### config.mk
export PLATFORM = sky130hd
export DESIGN_NAME = swec_status_ctrl
export DESIGN_NICKNAME = d
export VERILOG_FILES = /design/src/rtl/swec_status_ctrl.v
export VERILOG_INCLUDE_DIRS = /design/src /design/src/rtl
export SDC_FILE = /design/constraint.sdc
export NUM_CORES = 1
export LEC_CHECK = 0
export ABC_AREA = 1
export BUFFER_PORTS_ARGS = -buffer_cell sky130_fd_sc_hd__buf_2
export CAP_MARGIN = 20
export CORE_UTILIZATION = 60
export CTS_CLUSTER_SIZE = 28
export DETAILED_ROUTE_END_ITERATION = 8
export GPL_TIMING_DRIVEN = 0
export PLACE_DENSITY = 0.86
export RECOVER_POWER = 50
export SLEW_MARGIN = 20
export SYNTH_ARGS = -nofsm -noshare
export SYNTH_HDL_FRONTEND = slang
export SYNTH_SLANG_ARGS = --single-unit
### constraint.sdc
create_clock -name CLK -period 2 [get_ports CLK]
set_input_delay 0.6 -clock CLK [delete_from_list [all_inputs] [get_ports CLK]]
set_output_delay 0.6 -clock CLK [all_outputs]
set_load 0.005 [all_outputs]
### src/rtl/swec_defs.vh
/*
  Constants of the status / write-enable command block of a serial flash:
  command codes, writable-field masks, non-volatile reset images and the
  self-timed durations with their clock-cycle counts.
  Assumes a 125 MHz system clock; the file holds definitions only.
*/
`ifndef SWEC_DEFS_VH
`define SWEC_DEFS_VH

// ----------------------------------------------------------------------
// command codes
// ----------------------------------------------------------------------
`define SWEC_CMD_WR_ENABLE 8'h06
`define SWEC_CMD_VOL_ENABLE 8'h50
`define SWEC_CMD_WR_DISABLE 8'h04
`define SWEC_CMD_RD_STATUS1 8'h05
`define SWEC_CMD_RD_STATUS2 8'h35
`define SWEC_CMD_RD_STATUS3 8'h15
`define SWEC_CMD_WR_STATUS1 8'h01
`define SWEC_CMD_WR_STATUS2 8'h31
`define SWEC_CMD_WR_STATUS3 8'h11

// ----------------------------------------------------------------------
// field layout
// ----------------------------------------------------------------------
// register 1: protect_lock_bit0, sector, top_bottom, block_protect_field
`define SWEC_SR1_WMASK 8'hfc
`define SWEC_SR1_LATCH_BIT 1
`define SWEC_SR1_BUSY_BIT 0
// register 2: complement, one_time_lock_bits, quad_enable, protect_lock_bit1
`define SWEC_SR2_WMASK 8'h7f
`define SWEC_SR2_OTP_MASK 8'h3c
`define SWEC_SR2_LOCK1_MASK 8'h01
`define SWEC_SR2_QE_MASK 8'h02
// register 3: hold/reset select, drive_strength_hi/lo, protect_scheme_select
`define SWEC_SR3_WMASK 8'he4

// ----------------------------------------------------------------------
// reset values of the non-volatile images
// ----------------------------------------------------------------------
`define SWEC_NV1_INIT 8'h00
`define SWEC_NV2_INIT 8'h00
`define SWEC_NV3_INIT 8'h00

// ----------------------------------------------------------------------
// timing
// ----------------------------------------------------------------------
`define SWEC_CLK_NS 8
`define SWEC_TW_NS 1000000
`define SWEC_TSHSL2_NS 50
// the durations above in clock cycles, sized to the 17-bit write timer;
// the short window is rounded down so the update lands inside it
`define SWEC_TW_CYC 17'h1e848
`define SWEC_TSHSL2_CYC 17'h6

`endif

### src/rtl/swec_status_ctrl.v
/*
  Status-register and write-enable command interpreter of a serial flash.
  Decodes write enable, volatile write enable, write disable, the three
  status reads and the three status writes from the serial pins, keeps the
  volatile and non-volatile status images and runs the self-timed write.
  Assumes: SCLK, CS_N and IO_IN come from the pins and are synchronised
  here; SCLK is well below a quarter of CLK; QUAD_COMMAND_MODE, RESET_REQ,
  OP_DONE and EXT_BUSY come from logic on CLK.
*/
`timescale 1ns/100ps
`default_nettype none
`include "swec_defs.vh"

module swec_status_ctrl #(
  parameter [16:0] TW_CYC = `SWEC_TW_CYC
) (
  input wire CLK,
  input wire NRST,
  input wire SCLK,
  input wire CS_N,
  input wire [3:0] IO_IN,
  output wire [3:0] IO_OUT,
  output wire [3:0] IO_OE,
  input wire QUAD_COMMAND_MODE,
  input wire RESET_REQ,
  input wire OP_DONE,
  input wire EXT_BUSY,
  output wire WRITE_LATCH_FLAG,
  output wire BUSY,
  output wire [7:0] STATUS_REG1,
  output wire [7:0] STATUS_REG2,
  output wire [7:0] STATUS_REG3
);

  localparam [16:0] TSHSL2_CYC = `SWEC_TSHSL2_CYC;

  // ----------------------------------------------------------------------
  // pin synchronisers and edge detection
  // ----------------------------------------------------------------------
  reg [1:0] sclk_s_r;
  reg [1:0] cs_s_r;
  reg [3:0] io_s1_r;
  reg [3:0] io_s2_r;
  reg sclk_d_r;
  reg cs_d_r;

  always @(posedge CLK or negedge NRST) begin
    if (!NRST) begin
      sclk_s_r <= 2'h0;
      cs_s_r <= 2'h3;
      io_s1_r <= 4'h0;
      io_s2_r <= 4'h0;
      sclk_d_r <= 1'b0;
      cs_d_r <= 1'b1;
    end else begin
      sclk_s_r <= {sclk_s_r[0], SCLK};
      cs_s_r <= {cs_s_r[0], CS_N};
      io_s1_r <= IO_IN;
      io_s2_r <= io_s1_r;
      sclk_d_r <= sclk_s_r[1];
      cs_d_r <= cs_s_r[1];
    end
  end

  wire sel = ~cs_s_r[1];
  wire sclk_rise = sel & sclk_s_r[1] & ~sclk_d_r;
  wire sclk_fall = sel & ~sclk_s_r[1] & sclk_d_r;
  wire frame_end = cs_s_r[1] & ~cs_d_r;
  wire quad = QUAD_COMMAND_MODE;
  wire [3:0] step = quad ? 4'h4 : 4'h1;

  // ----------------------------------------------------------------------
  // command and data byte capture
  // ----------------------------------------------------------------------
  reg [7:0] in_sh_r;
  reg [2:0] bit_cnt_r;
  reg [2:0] byte_cnt_r;
  reg [7:0] cmd_r;
  reg [7:0] d1_r;
  reg [7:0] d2_r;
  reg rd_on_r;
  reg [1:0] rd_sel_r;

  // MSB arrives first, so new bits enter at the bottom
  wire [7:0] in_nxt = quad ? {in_sh_r[3:0], io_s2_r} : {in_sh_r[6:0], io_s2_r[0]};
  wire [3:0] bc_sum = {1'b0, bit_cnt_r} + step;
  wire byte_done = sclk_rise & bc_sum[3];

  always @(posedge CLK or negedge NRST) begin
    if (!NRST) begin
      in_sh_r <= 8'h00;
      bit_cnt_r <= 3'h0;
      byte_cnt_r <= 3'h0;
      cmd_r <= 8'h00;
      d1_r <= 8'h00;
      d2_r <= 8'h00;
      rd_on_r <= 1'b0;
      rd_sel_r <= 2'h0;
    end else if (!sel) begin
      bit_cnt_r <= 3'h0;
      byte_cnt_r <= 3'h0;
      rd_on_r <= 1'b0;
    end else if (sclk_rise) begin
      in_sh_r <= in_nxt;
      bit_cnt_r <= bc_sum[2:0];
      if (byte_done) begin
        if (byte_cnt_r != 3'h4)
          byte_cnt_r <= byte_cnt_r + 3'h1;
        if (byte_cnt_r == 3'h1)
          d1_r <= in_nxt;
        if (byte_cnt_r == 3'h2)
          d2_r <= in_nxt;
        if (byte_cnt_r == 3'h0) begin
          cmd_r <= in_nxt;
          case (in_nxt)
            `SWEC_CMD_RD_STATUS1: begin
              rd_on_r <= 1'b1;
              rd_sel_r <= 2'h0;
            end
            `SWEC_CMD_RD_STATUS2: begin
              rd_on_r <= 1'b1;
              rd_sel_r <= 2'h1;
            end
            `SWEC_CMD_RD_STATUS3: begin
              rd_on_r <= 1'b1;
              rd_sel_r <= 2'h2;
            end
            default: begin
              rd_on_r <= 1'b0;
            end
          endcase
        end
      end
    end
  end

  // ----------------------------------------------------------------------
  // status images
  // ----------------------------------------------------------------------
  reg wel_r;
  reg busy_r;
  reg varm_r;
  reg tmr_on_r;
  reg pend_nv_r;
  reg [16:0] tmr_r;
  reg [2:0] pend_en_r;
  reg [23:0] pend_d_r;
  wire [23:0] nv_img;
  wire [23:0] vol_img;
  wire tmr_end = tmr_on_r & (tmr_r == 17'h0);
  wire busy_any = busy_r | EXT_BUSY;

  // keeps read-only bits, OTP bits and, when asked, lock1 and quad enable
  function [7:0] merge;
    input integer idx;
    input [7:0] old;
    input [7:0] d;
    input vol;
    input qmode;
    reg [7:0] m;
    reg [7:0] r;
    begin
      m = (idx == 32'h0) ? `SWEC_SR1_WMASK :
          (idx == 32'h1) ? `SWEC_SR2_WMASK : `SWEC_SR3_WMASK;
      r = (old & ~m) | (d & m);
      if (idx == 32'h1) begin
        r = r | (old & `SWEC_SR2_OTP_MASK);
        if (vol)
          r = r | (old & `SWEC_SR2_LOCK1_MASK);
        if (qmode)
          r = (r & ~`SWEC_SR2_QE_MASK) | (old & `SWEC_SR2_QE_MASK);
      end
      merge = r;
    end
  endfunction

  genvar g;
  generate
    for (g = 0; g < 3; g = g + 1) begin : img
      localparam [7:0] NV_INIT = (g == 0) ? `SWEC_NV1_INIT :
                                 (g == 1) ? `SWEC_NV2_INIT : `SWEC_NV3_INIT;
      reg [7:0] nv_r;
      reg [7:0] vol_r;
      wire apply = tmr_end & pend_en_r[g];
      always @(posedge CLK or negedge NRST) begin
        if (!NRST) begin
          nv_r <= NV_INIT;
          vol_r <= NV_INIT;
        end else if (apply & pend_nv_r) begin
          nv_r <= merge(g, nv_r, pend_d_r[8*g +: 8], 1'b0, quad);
          vol_r <= merge(g, nv_r, pend_d_r[8*g +: 8], 1'b0, quad);
        end else if (apply) begin
          vol_r <= merge(g, vol_r, pend_d_r[8*g +: 8], 1'b1, quad);
        end else if (RESET_REQ) begin
          vol_r <= nv_r;
        end
      end
      assign nv_img[8*g +: 8] = nv_r;
      assign vol_img[8*g +: 8] = vol_r;
    end
  endgenerate

  // ----------------------------------------------------------------------
  // frame-end decode and self-timed write
  // ----------------------------------------------------------------------
  wire whole = (bit_cnt_r == 3'h0);
  wire one_byte = whole & (byte_cnt_r == 3'h1);
  wire is_wr1 = (cmd_r == `SWEC_CMD_WR_STATUS1);
  wire is_wr23 = (cmd_r == `SWEC_CMD_WR_STATUS2) | (cmd_r == `SWEC_CMD_WR_STATUS3);
  wire wr_len_ok = whole & ((byte_cnt_r == 3'h2) | (is_wr1 & (byte_cnt_r == 3'h3)));
  wire wr_cmd = frame_end & ~busy_any & (is_wr1 | is_wr23) & wr_len_ok;
  wire act = frame_end & ~busy_any;
  wire do_wren = act & one_byte & (cmd_r == `SWEC_CMD_WR_ENABLE);
  wire do_vol = act & one_byte & (cmd_r == `SWEC_CMD_VOL_ENABLE);
  wire do_wrdi = act & one_byte & (cmd_r == `SWEC_CMD_WR_DISABLE);
  wire start_vol = wr_cmd & varm_r;
  wire start_nv = wr_cmd & ~varm_r & wel_r;

  reg [2:0] en_nxt;
  reg [23:0] d_nxt;

  always @* begin
    en_nxt = 3'h0;
    d_nxt = 24'h000000;
    if (is_wr1) begin
      en_nxt = (byte_cnt_r == 3'h3) ? 3'h3 : 3'h1;
      d_nxt = {8'h00, d2_r, d1_r};
    end else if (cmd_r == `SWEC_CMD_WR_STATUS2) begin
      en_nxt = 3'h2;
      d_nxt = {8'h00, d1_r, 8'h00};
    end else begin
      en_nxt = 3'h4;
      d_nxt = {d1_r, 16'h0000};
    end
  end

  always @(posedge CLK or negedge NRST) begin
    if (!NRST) begin
      busy_r <= 1'b0;
      tmr_on_r <= 1'b0;
      tmr_r <= 17'h0;
      pend_nv_r <= 1'b0;
      pend_en_r <= 3'h0;
      pend_d_r <= 24'h000000;
    end else if (start_nv | start_vol) begin
      tmr_on_r <= 1'b1;
      busy_r <= start_nv;
      tmr_r <= start_nv ? TW_CYC - 17'h1 : TSHSL2_CYC - 17'h1;
      pend_nv_r <= start_nv;
      pend_en_r <= en_nxt;
      pend_d_r <= d_nxt;
    end else if (tmr_end) begin
      tmr_on_r <= 1'b0;
      busy_r <= 1'b0;
    end else if (tmr_on_r) begin
      tmr_r <= tmr_r - 17'h1;
    end
  end

  // clears come first so a set in the same cycle wins
  always @(posedge CLK or negedge NRST) begin
    if (!NRST) begin
      wel_r <= 1'b0;
      varm_r <= 1'b0;
    end else begin
      if (OP_DONE | RESET_REQ | (tmr_end & pend_nv_r) | do_wrdi)
        wel_r <= 1'b0;
      if (do_wren)
        wel_r <= 1'b1;
      if (RESET_REQ | do_wren | do_wrdi | wr_cmd)
        varm_r <= 1'b0;
      if (do_vol)
        varm_r <= 1'b1;
    end
  end

  // ----------------------------------------------------------------------
  // status read-out
  // ----------------------------------------------------------------------
  wire [7:0] sr1 = {vol_img[7:2], wel_r, busy_any};
  wire [7:0] sr2 = vol_img[15:8];
  wire [7:0] sr3 = vol_img[23:16];
  wire [7:0] cur = (rd_sel_r == 2'h0) ? sr1 : (rd_sel_r == 2'h1) ? sr2 : sr3;

  reg [7:0] out_sh_r;
  reg [2:0] out_cnt_r;
  reg [3:0] io_out_r;
  reg [7:0] cur_w;

  always @* begin
    cur_w = (out_cnt_r == 3'h0) ? cur : out_sh_r;
  end

  // the register is sampled afresh at every byte so busy polling tracks
  always @(posedge CLK or negedge NRST) begin
    if (!NRST) begin
      out_sh_r <= 8'h00;
      out_cnt_r <= 3'h0;
      io_out_r <= 4'h0;
    end else if (!rd_on_r) begin
      out_cnt_r <= 3'h0;
    end else if (sclk_fall) begin
      out_cnt_r <= out_cnt_r + step[2:0];
      if (quad) begin
        io_out_r <= cur_w[7:4];
        out_sh_r <= {cur_w[3:0], 4'h0};
      end else begin
        io_out_r <= {2'h0, cur_w[7], 1'b0};
        out_sh_r <= {cur_w[6:0], 1'b0};
      end
    end
  end

  assign IO_OUT = io_out_r;
  assign IO_OE = (rd_on_r & sel) ? (quad ? 4'hf : 4'h2) : 4'h0;
  assign WRITE_LATCH_FLAG = wel_r;
  assign BUSY = busy_r;
  assign STATUS_REG1 = sr1;
  assign STATUS_REG2 = sr2;
  assign STATUS_REG3 = sr3;

endmodule

`default_nettype wire

Word-level counts from Yosys, hierarchy flattened. Index checks and enable logic that the tools add are counted.

Div/mod/pow operators: 0. $add $sub $neg: 4. Reductions and logical operators: 27. Multipliers: 0. Order comparisons: 0. Muxes and demuxes: 52. Eq/ne operators: 16. Bitwise operators: 56. Shift operators: 0.

Operator list (count): $mux 8 (18); $mux 17 (4); $mux 24 (2); $mux 3 (11); $and 1x1->1 (28); $eq 8x3->1 const B (3); $logic_not 17->1 (1); $sub 17x1->17 const B (1); $eq 8x5->1 const B (2); $eq 8x6->1 const B (2); $or 2x8->8 (2); $or 5x8->8 (2); $or 8x2->8 (2); $or 8x6->8 (2); $or 8x7->8 (2); $reduce_bool 2->1 (8); $mux 1 (12); $mux 4 (3); $reduce_and 4->1 (3); $reduce_bool 3->1 (4); $or 1x1->1 (11); $logic_not 3->1 (3); $eq 8x1->1 const B (1); $eq 8x7->1 const B (1); other kinds (18) (27).

Bits in registers: 166. Memories: 0. ROM bits: 0. Input bits: 12. Output and inout bits: 34. Logic and storage cells: 186. Latch bits: 0. Bits in writable memories: 0.

Longest topological paths before layout. Gate-level depths: netlist (run 1).

Depth after elaboration: 10. Gate-level depth with buffers: 12. Depth with buffers taken out: 12.

Least setup slack after synthesis (run 1). No wires, ideal clock.

Path type: input-to-reg. Start point: input port QUAD_COMMAND_MODE. End point: register d2_r[5]. Arrival: 1756 ps. Setup slack: 100 ps. Data required time: 1856 ps. Stages on the path: 8. Path buffers: 0. Setup time: 144 ps. Cell sequence: ha_1 > inv_1 > o31ai_1 > nand2_1 > nor2_2 > inv_1 > nand2_1 > o21ai_0.

Longest elaborated chain between the ends: 4. Elaborated cells between the ends (all ways): 5. Those cells by class: add/sub (1); mux (2); bitwise (1); reduce/logical (1).

Ends and longest elaborated chain: start, declared (line swec_status_ctrl.v:24) `input wire QUAD_COMMAND_MODE,`; $mux 3 (line swec_status_ctrl.v:70) `wire [3:0] step = quad ? 4'h4 : 4'h1;`; $add 3x3->4 (line swec_status_ctrl.v:86) `wire [3:0] bc_sum = {1'b0, bit_cnt_r} + step;`; $and 1x1->1 (line swec_status_ctrl.v:87) `wire byte_done = sclk_rise & bc_sum[3];`; $reduce_and 4->1 (no source line); end signal, assigned (line swec_status_ctrl.v:112) `d2_r <= in_nxt;`; end, declared (line swec_status_ctrl.v:80) `reg [7:0] d2_r;`.

Several ways; a longest one is shown, not always the timed one. A chain may end at the register's enable or synchronous reset.

Worst setup path in the final report (run 1).
Start point: register bit_cnt_r[2]. End point: register d2_r[5].

Longest elaborated chain between the ends: 3.

Ends and longest elaborated chain: start, declared (line swec_status_ctrl.v:76) `reg [2:0] bit_cnt_r;`; start signal, assigned (line swec_status_ctrl.v:105) `bit_cnt_r <= bc_sum[2:0];`; $add 3x3->4 (line swec_status_ctrl.v:86); $and 1x1->1 (line swec_status_ctrl.v:87); $reduce_and 4->1 (no source line).

No other way between the ends.

==> results.md, run 1 <==
- Unique masters post-synth: 45
- Clk pwr share: 0.488
- Placeable Area: 11,000 sq um
- CP top delay family: simple AND/OR/NAND/NOR gates
- DR pass1 iterations: 5
- Final worst slack: between 15 and 20 ps
- Synth Area in XOR/XNOR: 0.0153
- DRC viols: 0
- N_diodes: 0
- Hold Crit Depth: 1
- Startpoint Class: flop
- Die area: 11,900 sq um
- Via count: roughly 5,900
- Clock transition at path regs: about 60 ps
- Worst r2r src: bit_cnt_r[2]$_DFFE_PN0P_
- Post-synthesis compound-gate area fraction: 0.105
- Max_slew headroom: 0.331
- Status: finished clean
- Critical path capture point type: flop
- TritonCTS clock tree: done
- CTS Sinks: 143
- Root Buffer: clkbuf_16
- Internal power consumption: 5.08 mW
- Core Rows: 38
- Max VDD drop: 1.09 mV
- CTS Buf Count: 17
- Period utilisation layout: 0.991
- #FFs+latches synth: 143
- Sw frac: 0.233
- Largest family of logic cells by synthesized area: simple AND/OR/NAND/NOR gates
- IO buf count: 40
- Max FO, Critical Path: 9
- Avg WL per Cell: 15.3 um
- Total track usage: 0.295
- Die boundary height: about 110 um
- Static Leak: 4.08 nW
- Post-Synth Adder-Cell Area: 0.0218
- Max Buffers Root-to-Sink: 2
- Largest area contributor in the netlist: dfrtp_1
- RSZ-0062 raised after global routing: yes
- Pwr dens: just over 800 nW/um^2
- R2R Setup Slk: 20 ps
- Layout area overhead: 15.8%
- Hold Violations, Final: 0
- Initial drt markers: 489
- Sequential share of the synthesized area: 0.520
- First-pass GRT wire length: 26,300 um
- Hold endpoint: cs_s_r[0]$_DFF_PN1_
- Worst-Skew Late Latency: 430 ps
- Arr. time, crit path: 2240 ps
- Largest net degree at the start of global routing: 106
- Final nets: around 930
- Final Setup Violations: 0
- Die X-Extent: 109 um
- CP max-delay cell: dfrtp_1
- Worst Path Buf+Inv: 2
- Post-Synth Simple-Gate Area: 0.255
- Initial Utilization: 0.624
- Hold Path Origin: CS_N
- RR Endpoint: d2_r[5]$_DFFE_PN0P_
- Post-synth top flop: dfrtp_1
- NetSw: ~1.5 mW
- Crit-path max cell delay: 380 ps
- Post-synthesis async set-or-reset flop share: 1.00
- Worst reg-to-reg path cell count: 8
- Vias in the first global route: 5,558
- Setup Skew: 6.65 ps
- CP Cell Sequence: ha_1 > inv_1 > o31ai_2 > nand2_1 > nor2_2 > inv_1 > nand2_1 > o21ai_0
- Max Freq: 505 MHz
- Seq pwr share: 0.460
- Worst Setup Path Type: flop to flop
- Crit path depth: 8
- Initial antenna violation count: 0
- HPWL Detailed: 10,800 um
- Hold-fix buffers, CTS: 0
- Max_cap viols: 0
- Routed wire length: 16,100 um
- Vias per inst: 5.58
- Dominant cells by area after synthesis: dfrtp_1 51%, nand2_1 14%, inv_1 5.5%, o21ai_0 5.3%, nand3_1 4.2%
- Ratio of cells with drive above 1 in the final layout: 0.149
- Tmin final: slightly below 2000 ps
- Routed Antenna Nets: 0
- Post-synthesis mux area share: 0
- Slew Limit Fails: 0
- Hold/Removal Path Class: input pin to flop
- Top-area cell type share of the netlist area: 0.509
- Synthesized area: 6890 sq um
- Warnings, synthesis: 0
- H-tree levels: 4
- Logic pwr share: 0.053
- Ports: 46
- GPL Wtd Cong: 0.894
- Synthesized area per cell: 8.25 sq um
- Worst EP required: roughly 2300 ps
- Post-Place Setup Slack: -405 ps
- GRT overflow: 0
- Post-synth EDFFs: 0
- Slew @ Worst Pin: 1000 ps
- Cell count after synthesis: 835
- Fin Hold WS: 268 ps
## cells by family after synthesis
group                    after synthesis
flip-flops                           143
AO/OA/AOI/OAI                        131
XOR/XNOR                              12
AND/OR/NAND/NOR                      403
other                                  1
adder cells (fa/ha/maj)               12
buffers and inverters                133
## synth_stat cells, types with 2 or more instances
master / count
nand3_1: 58
o211ai_1: 11
nand2_1: 256
nor2_4: 4
dfrtp_1: 140
nor3_2: 2
o21ai_0: 73
o21ai_1: 26
o22ai_1: 2
nor2_1: 47
nand2_2: 4
nand4_1: 6
inv_1: 100
o221ai_1: 2
buf_2: 4
nor2_2: 8
dfstp_2: 3
xor2_1: 7
a21oi_1: 7
inv_2: 7
buf_4: 15
o21bai_1: 2
o21a_1: 3
xnor2_1: 5
ha_1: 12
nor3_1: 8
clkbuf_1: 5
## power groups by stage
stage | Sequential, mW | Clock, mW | Combinational, mW
2_1_floorplan | 3.08 | 0 | 0.200
3_3_place_gp | 3.09 | 0 | 0.324
3_5_place_dp | 3.09 | 0 | 0.340
4_1_cts | 3.04 | 3.27 | 0.346
5_1_grt | 3.05 | 3.41 | 0.399
6_report | 3.04 | 3.23 | 0.349
## how the worst max path moves through the flow
stage,start,end,slack [ps]
after CTS,cs_s_r[1]$_DFF_PN1_,tmr_r[1]$_DFFE_PN0P_,0.8
after global placement,NRST,byte_cnt_r[0]$_DFFE_PN0P_,-1590
after detailed placement,QUAD_COMMAND_MODE,d2_r[5]$_DFFE_PN0P_,-400
after floorplan,QUAD_COMMAND_MODE,d2_r[5]$_DFFE_PN0P_,100
final,bit_cnt_r[2]$_DFFE_PN0P_,d2_r[5]$_DFFE_PN0P_,20
after global routing,bit_cnt_r[2]$_DFFE_PN0P_,d2_r[5]$_DFFE_PN0P_,-110
## layout make-up
type,count,area (sq um)
plain buffers,24,164
clock buffers,19,443
clock inverters,12,161
fillers,806,3060
inverters,109,422
multi-input cells,563,2780
flip-flops and latches,143,3580
well taps,140,175
repair buffers,43,243
## what timing repair did
item	in CTS	in global routing
gates resized for setup	2	19
setup endpoints to repair	8	68
endpoints found under the hold margin	0	0
setup buffers	0	2
pin swaps	0	3
## registers in the layout (all words and copies together) (netlist names), 6 cells and up
name,cells
img.nv_r,17
pend_d_r,17
tmr_r,17
cmd_r,8
d1_r,8
STATUS_REG2,7
d2_r,7
in_sh_r,7
out_sh_r,7
img.vol_r,6
## cell usage in the layout (no fill, tap or decap), types with 4 or more instances in the layout
master / count
nor3_1: 7
xnor2_1: 5
dfrtp_1: 140
nor2_4: 5
clkbuf_16: 17
ha_1: 12
buf_2: 44
conb_1: 5
inv_2: 5
nand3_1: 58
a21oi_1: 7
o21ai_1: 26
nor2_2: 8
buf_4: 16
clkbuf_1: 4
xor2_1: 7
o21ai_0: 73
nand2_1: 254
clkinv_4: 4
nor2_1: 46
o211ai_1: 11
inv_1: 99
nand4_1: 6
nand2_2: 6
## routing by layer
metal  GRT usage  vias up  wire, um
met5           0        -         0
met4       0.127        0       359
met3      0.0699       31       989
met2       0.478      215      7900
met1       0.378     2835      6850
li1            -     2791         -
## metrics by stage
stage               total power, mW  instances  utilization  TNS, ps  area, sq um
finish                         6.62       1053        0.723        0         7970
global route                   6.86       1053        0.723     -157         7970
CTS                            6.65       1051        0.718        0         7920
detailed placement             3.43       1020        0.663   -10820         7310
global placement               3.41       1019        0.660  -232370         7280
floorplan                      3.28        839            -        0         6900
Power figures use the tool's default switching activity.
==> run 2, diff against run 1 <==
--- a/config.mk
+++ b/config.mk
@@ -9,11 +9,13 @@
 export ABC_AREA = 1
 export BUFFER_PORTS_ARGS = -buffer_cell sky130_fd_sc_hd__buf_2
 export CAP_MARGIN = 20
-export CORE_UTILIZATION = 60
+export CELL_PAD_IN_SITES_DETAIL_PLACEMENT = 0
+export CELL_PAD_IN_SITES_GLOBAL_PLACEMENT = 1
+export CORE_UTILIZATION = 25
 export CTS_CLUSTER_SIZE = 28
 export DETAILED_ROUTE_END_ITERATION = 8
 export GPL_TIMING_DRIVEN = 0
-export PLACE_DENSITY = 0.86
+export PLACE_DENSITY = 0.56
 export RECOVER_POWER = 50
 export SLEW_MARGIN = 20
 export SYNTH_ARGS = -nofsm -noshare
==> run 2 against run 1 <==
Die area rose by 140%. Sequential share of layout area decreased by 1.8 points. Largest power group unchanged. Core utilization down 41 points. Largest cell class unchanged. Via count fell by 6.4%. Power grew 1.4%.
==> results.md, run 2 (synthesis results as in run 1) <==
- Die X-Extent: 168 um (was 109 um)
- Avg WL per Cell: 14.6 um (was 15.3 um)
- TritonCTS clock tree: done (unchanged)
- Fin area: 8310 sq um (was 7970 sq um)
- Post-DP Area: 7560 sq um (was 7310 sq um)
- DRC viols: 0 (unchanged)
- Total negative slack: 0 ps (unchanged)
- Routed wire length: 18,500 um (was 16,100 um)
- Slew Limit Fails: 0 (unchanged)
- HPWL Detailed: 13,400 um (was 10,800 um)
- Via count: 5,496 (was 5,872)
- CP top delay family: flip-flops (was simple AND/OR/NAND/NOR gates)
- Most frequent cells in the layout: 251 x nand2_1, 140 x dfrtp_1, 98 x inv_1 (was 254 x nand2_1, 140 x dfrtp_1, 99 x inv_1)
- Total power draw: 6.71 mW (was 6.62 mW)
- Ports: 46 (unchanged)
- CTS Buf Count: 17 (unchanged)
- CP max-delay cell: dfstp_2 (was dfrtp_1)
- Max FO, Critical Path: 5 (was 9)
- Placeable Area: 27,000 sq um (was 11,000 sq um)
- Worst Path Buf+Inv: 2 (unchanged)
- Hold/Removal Path Class: input pin to flop (unchanged)
- Initial antenna violation count: 0 (unchanged)
- Total track usage: 0.138 (was 0.295)
- Final worst slack: 50.9 ps (was 18.1 ps)
- Initial drt markers: 338 (was 489)
- Largest regs: img.nv_r x17, pend_d_r x17, tmr_r x17 (unchanged)
- IO buf count: 40 (unchanged)
- DR pass1 iterations: 5 (unchanged)
- Hold Violations, Final: 0 (unchanged)
- Pwr dens: 807 nW/um^2 (was 830 nW/um^2)
- GRT overflow: 0 (unchanged)
- Die boundary height: 168 um (was 109 um)
- Die area: 28,200 sq um (was 11,900 sq um)
- Max Freq: 513 MHz (was 505 MHz)
- N_diodes: 0 (unchanged)
- Period utilisation layout: 0.975 (was 0.991)
- Routed Antenna Nets: 0 (unchanged)
- Max VDD drop: 0.495 mV (was 1.09 mV)
- CTS Sinks: 143 (unchanged)
- Worst EP required: 1400 ps (was 2250 ps)
- Fin Hold WS: 264 ps (was 268 ps)
- Vias per inst: 4.36 (was 5.58)
- Core Rows: 60 (was 38)
- Max Buffers Root-to-Sink: 2 (unchanged)
- Slew @ Worst Pin: 1050 ps (was 1000 ps)
- Clock transition at path regs: 70 ps (was 60 ps)
- Finished Layout Cells: 1,261 (was 1,053)
- H-tree levels: 4 (unchanged)
- Final nets: 931 (was 925)
- Max_slew headroom: 0.300 (was 0.331)
- Arr. time, crit path: 1350 ps (was 2240 ps)
- Worst-Skew Late Latency: 430 ps (about the same)
- Finished Core Util: 0.308 (was 0.723)
- Max_cap viols: 0 (unchanged)
- Vias in the first global route: 5,186 (was 5,558)
- Tmin final: 1950 ps (was 1980 ps)
- Post-Place Setup Slack: -531 ps (was -405 ps)
- CP Cell Sequence: nor3_4 > buf_4 > buf_2 (was ha_1 > inv_1 > o31ai_2 > nand2_1 > nor2_2 > inv_1 > nand2_1 > o21ai_0)
- Placed cells: 1,221 (was 1,020)
- Layout area overhead: 20.7% (was 15.8%)
- Most common cell after layout, fill and taps aside: nand2_1 (unchanged)
- GPL Wtd Cong: 0.746 (was 0.894)
- First-pass GRT wire length: 29,600 um (was 26,300 um)
- Static Leak: 4.12 nW (was 4.08 nW)
- Crit-path max cell delay: 610 ps (was 380 ps)
- Startpoint Class: flop (unchanged)
- Root Buffer: clkbuf_16 (unchanged)
- Initial Utilization: 0.255 (was 0.624)
- Largest net degree at the start of global routing: 76 (was 106)
- Final Setup Violations: 0 (unchanged)
- Setup Skew: 13.9 ps (was 6.65 ps)
- Critical path capture point type: output pin (was flop)
- Ratio of cells with drive above 1 in the final layout: 0.160 (was 0.149)
- Status: finished clean (unchanged)
- Worst Setup Path Type: flop to output pin (was flop to flop)
## run 2: cell types whose count changed in the layout (fill, tap and decap cells not counted), sizes merged
cell      change
clkbuf        +3
bufinv        -1
inv           +3
clkinv        -2
buf           +3
clkinvlp      +1
## run 2: worst register-to-register path: cells and delay by family (launching register included)
kind	cells	cell delay, ps
flops	1	610
buf+inv	3	410
simple gates	6	760
## run 2: cell type report
| type | count | area (sq um) |
|---|---|---|
| Multi-Input combinational cell | 563 | 2820 |
| Clock buffer | 20 | 457 |
| Timing Repair inverter | 1 | 5.00 |
| Inverter | 109 | 428 |
| Timing Repair Buffer | 48 | 283 |
| Sequential cell | 143 | 3580 |
| Tap cell | 341 | 427 |
| Fill cell | 2909 | 18600 |
| Buffer | 24 | 169 |
| Clock inverter | 12 | 148 |
## run 2: power breakdown
part           internal [mW]  switching [mW]  total, mW
combinational          0.101           0.263      0.364
clock                   1.94            1.37       3.30
sequential              2.98          0.0612       3.04
total                   5.02            1.69       6.71
## run 2: per-layer routing
layer | share of wire | vias up | GRT usage
met5 | 0 | - | 0
met4 | 0.012 | 0 | 0.0479
met3 | 0.029 | 21 | 0.0226
met2 | 0.45 | 71 | 0.211
met1 | 0.51 | 2589 | 0.198
li1 | - | 2815 | -
## run 2: path summary, 6_finish.rpt
check	start	end	slack (ps)	cells past startpoint
worst max-delay path	cs_s_r[1]$_DFF_PN1_	IO_OE[2]	50	3
max in group asynchronous	NRST	cs_s_r[1]$_DFF_PN1_	710	2
worst min-delay path	CS_N	cs_s_r[0]$_DFF_PN1_	260	1
worst max register to register	cs_s_r[1]$_DFF_PN1_	pend_d_r[11]$_DFFE_PN0P_	140	9
worst min register to register	io_s1_r[3]$_DFF_PN0_	io_s2_r[3]$_DFF_PN0_	350	0
min in group asynchronous	NRST	tmr_r[4]$_DFFE_PN0P_	370	1
## run 2: what timing repair did
action,CTS,global route
buffers inserted,1,6
setup endpoints to repair,43,70
pin swaps,2,5
hold buffers,0,0
resized for setup,7,25
cloned,0,1
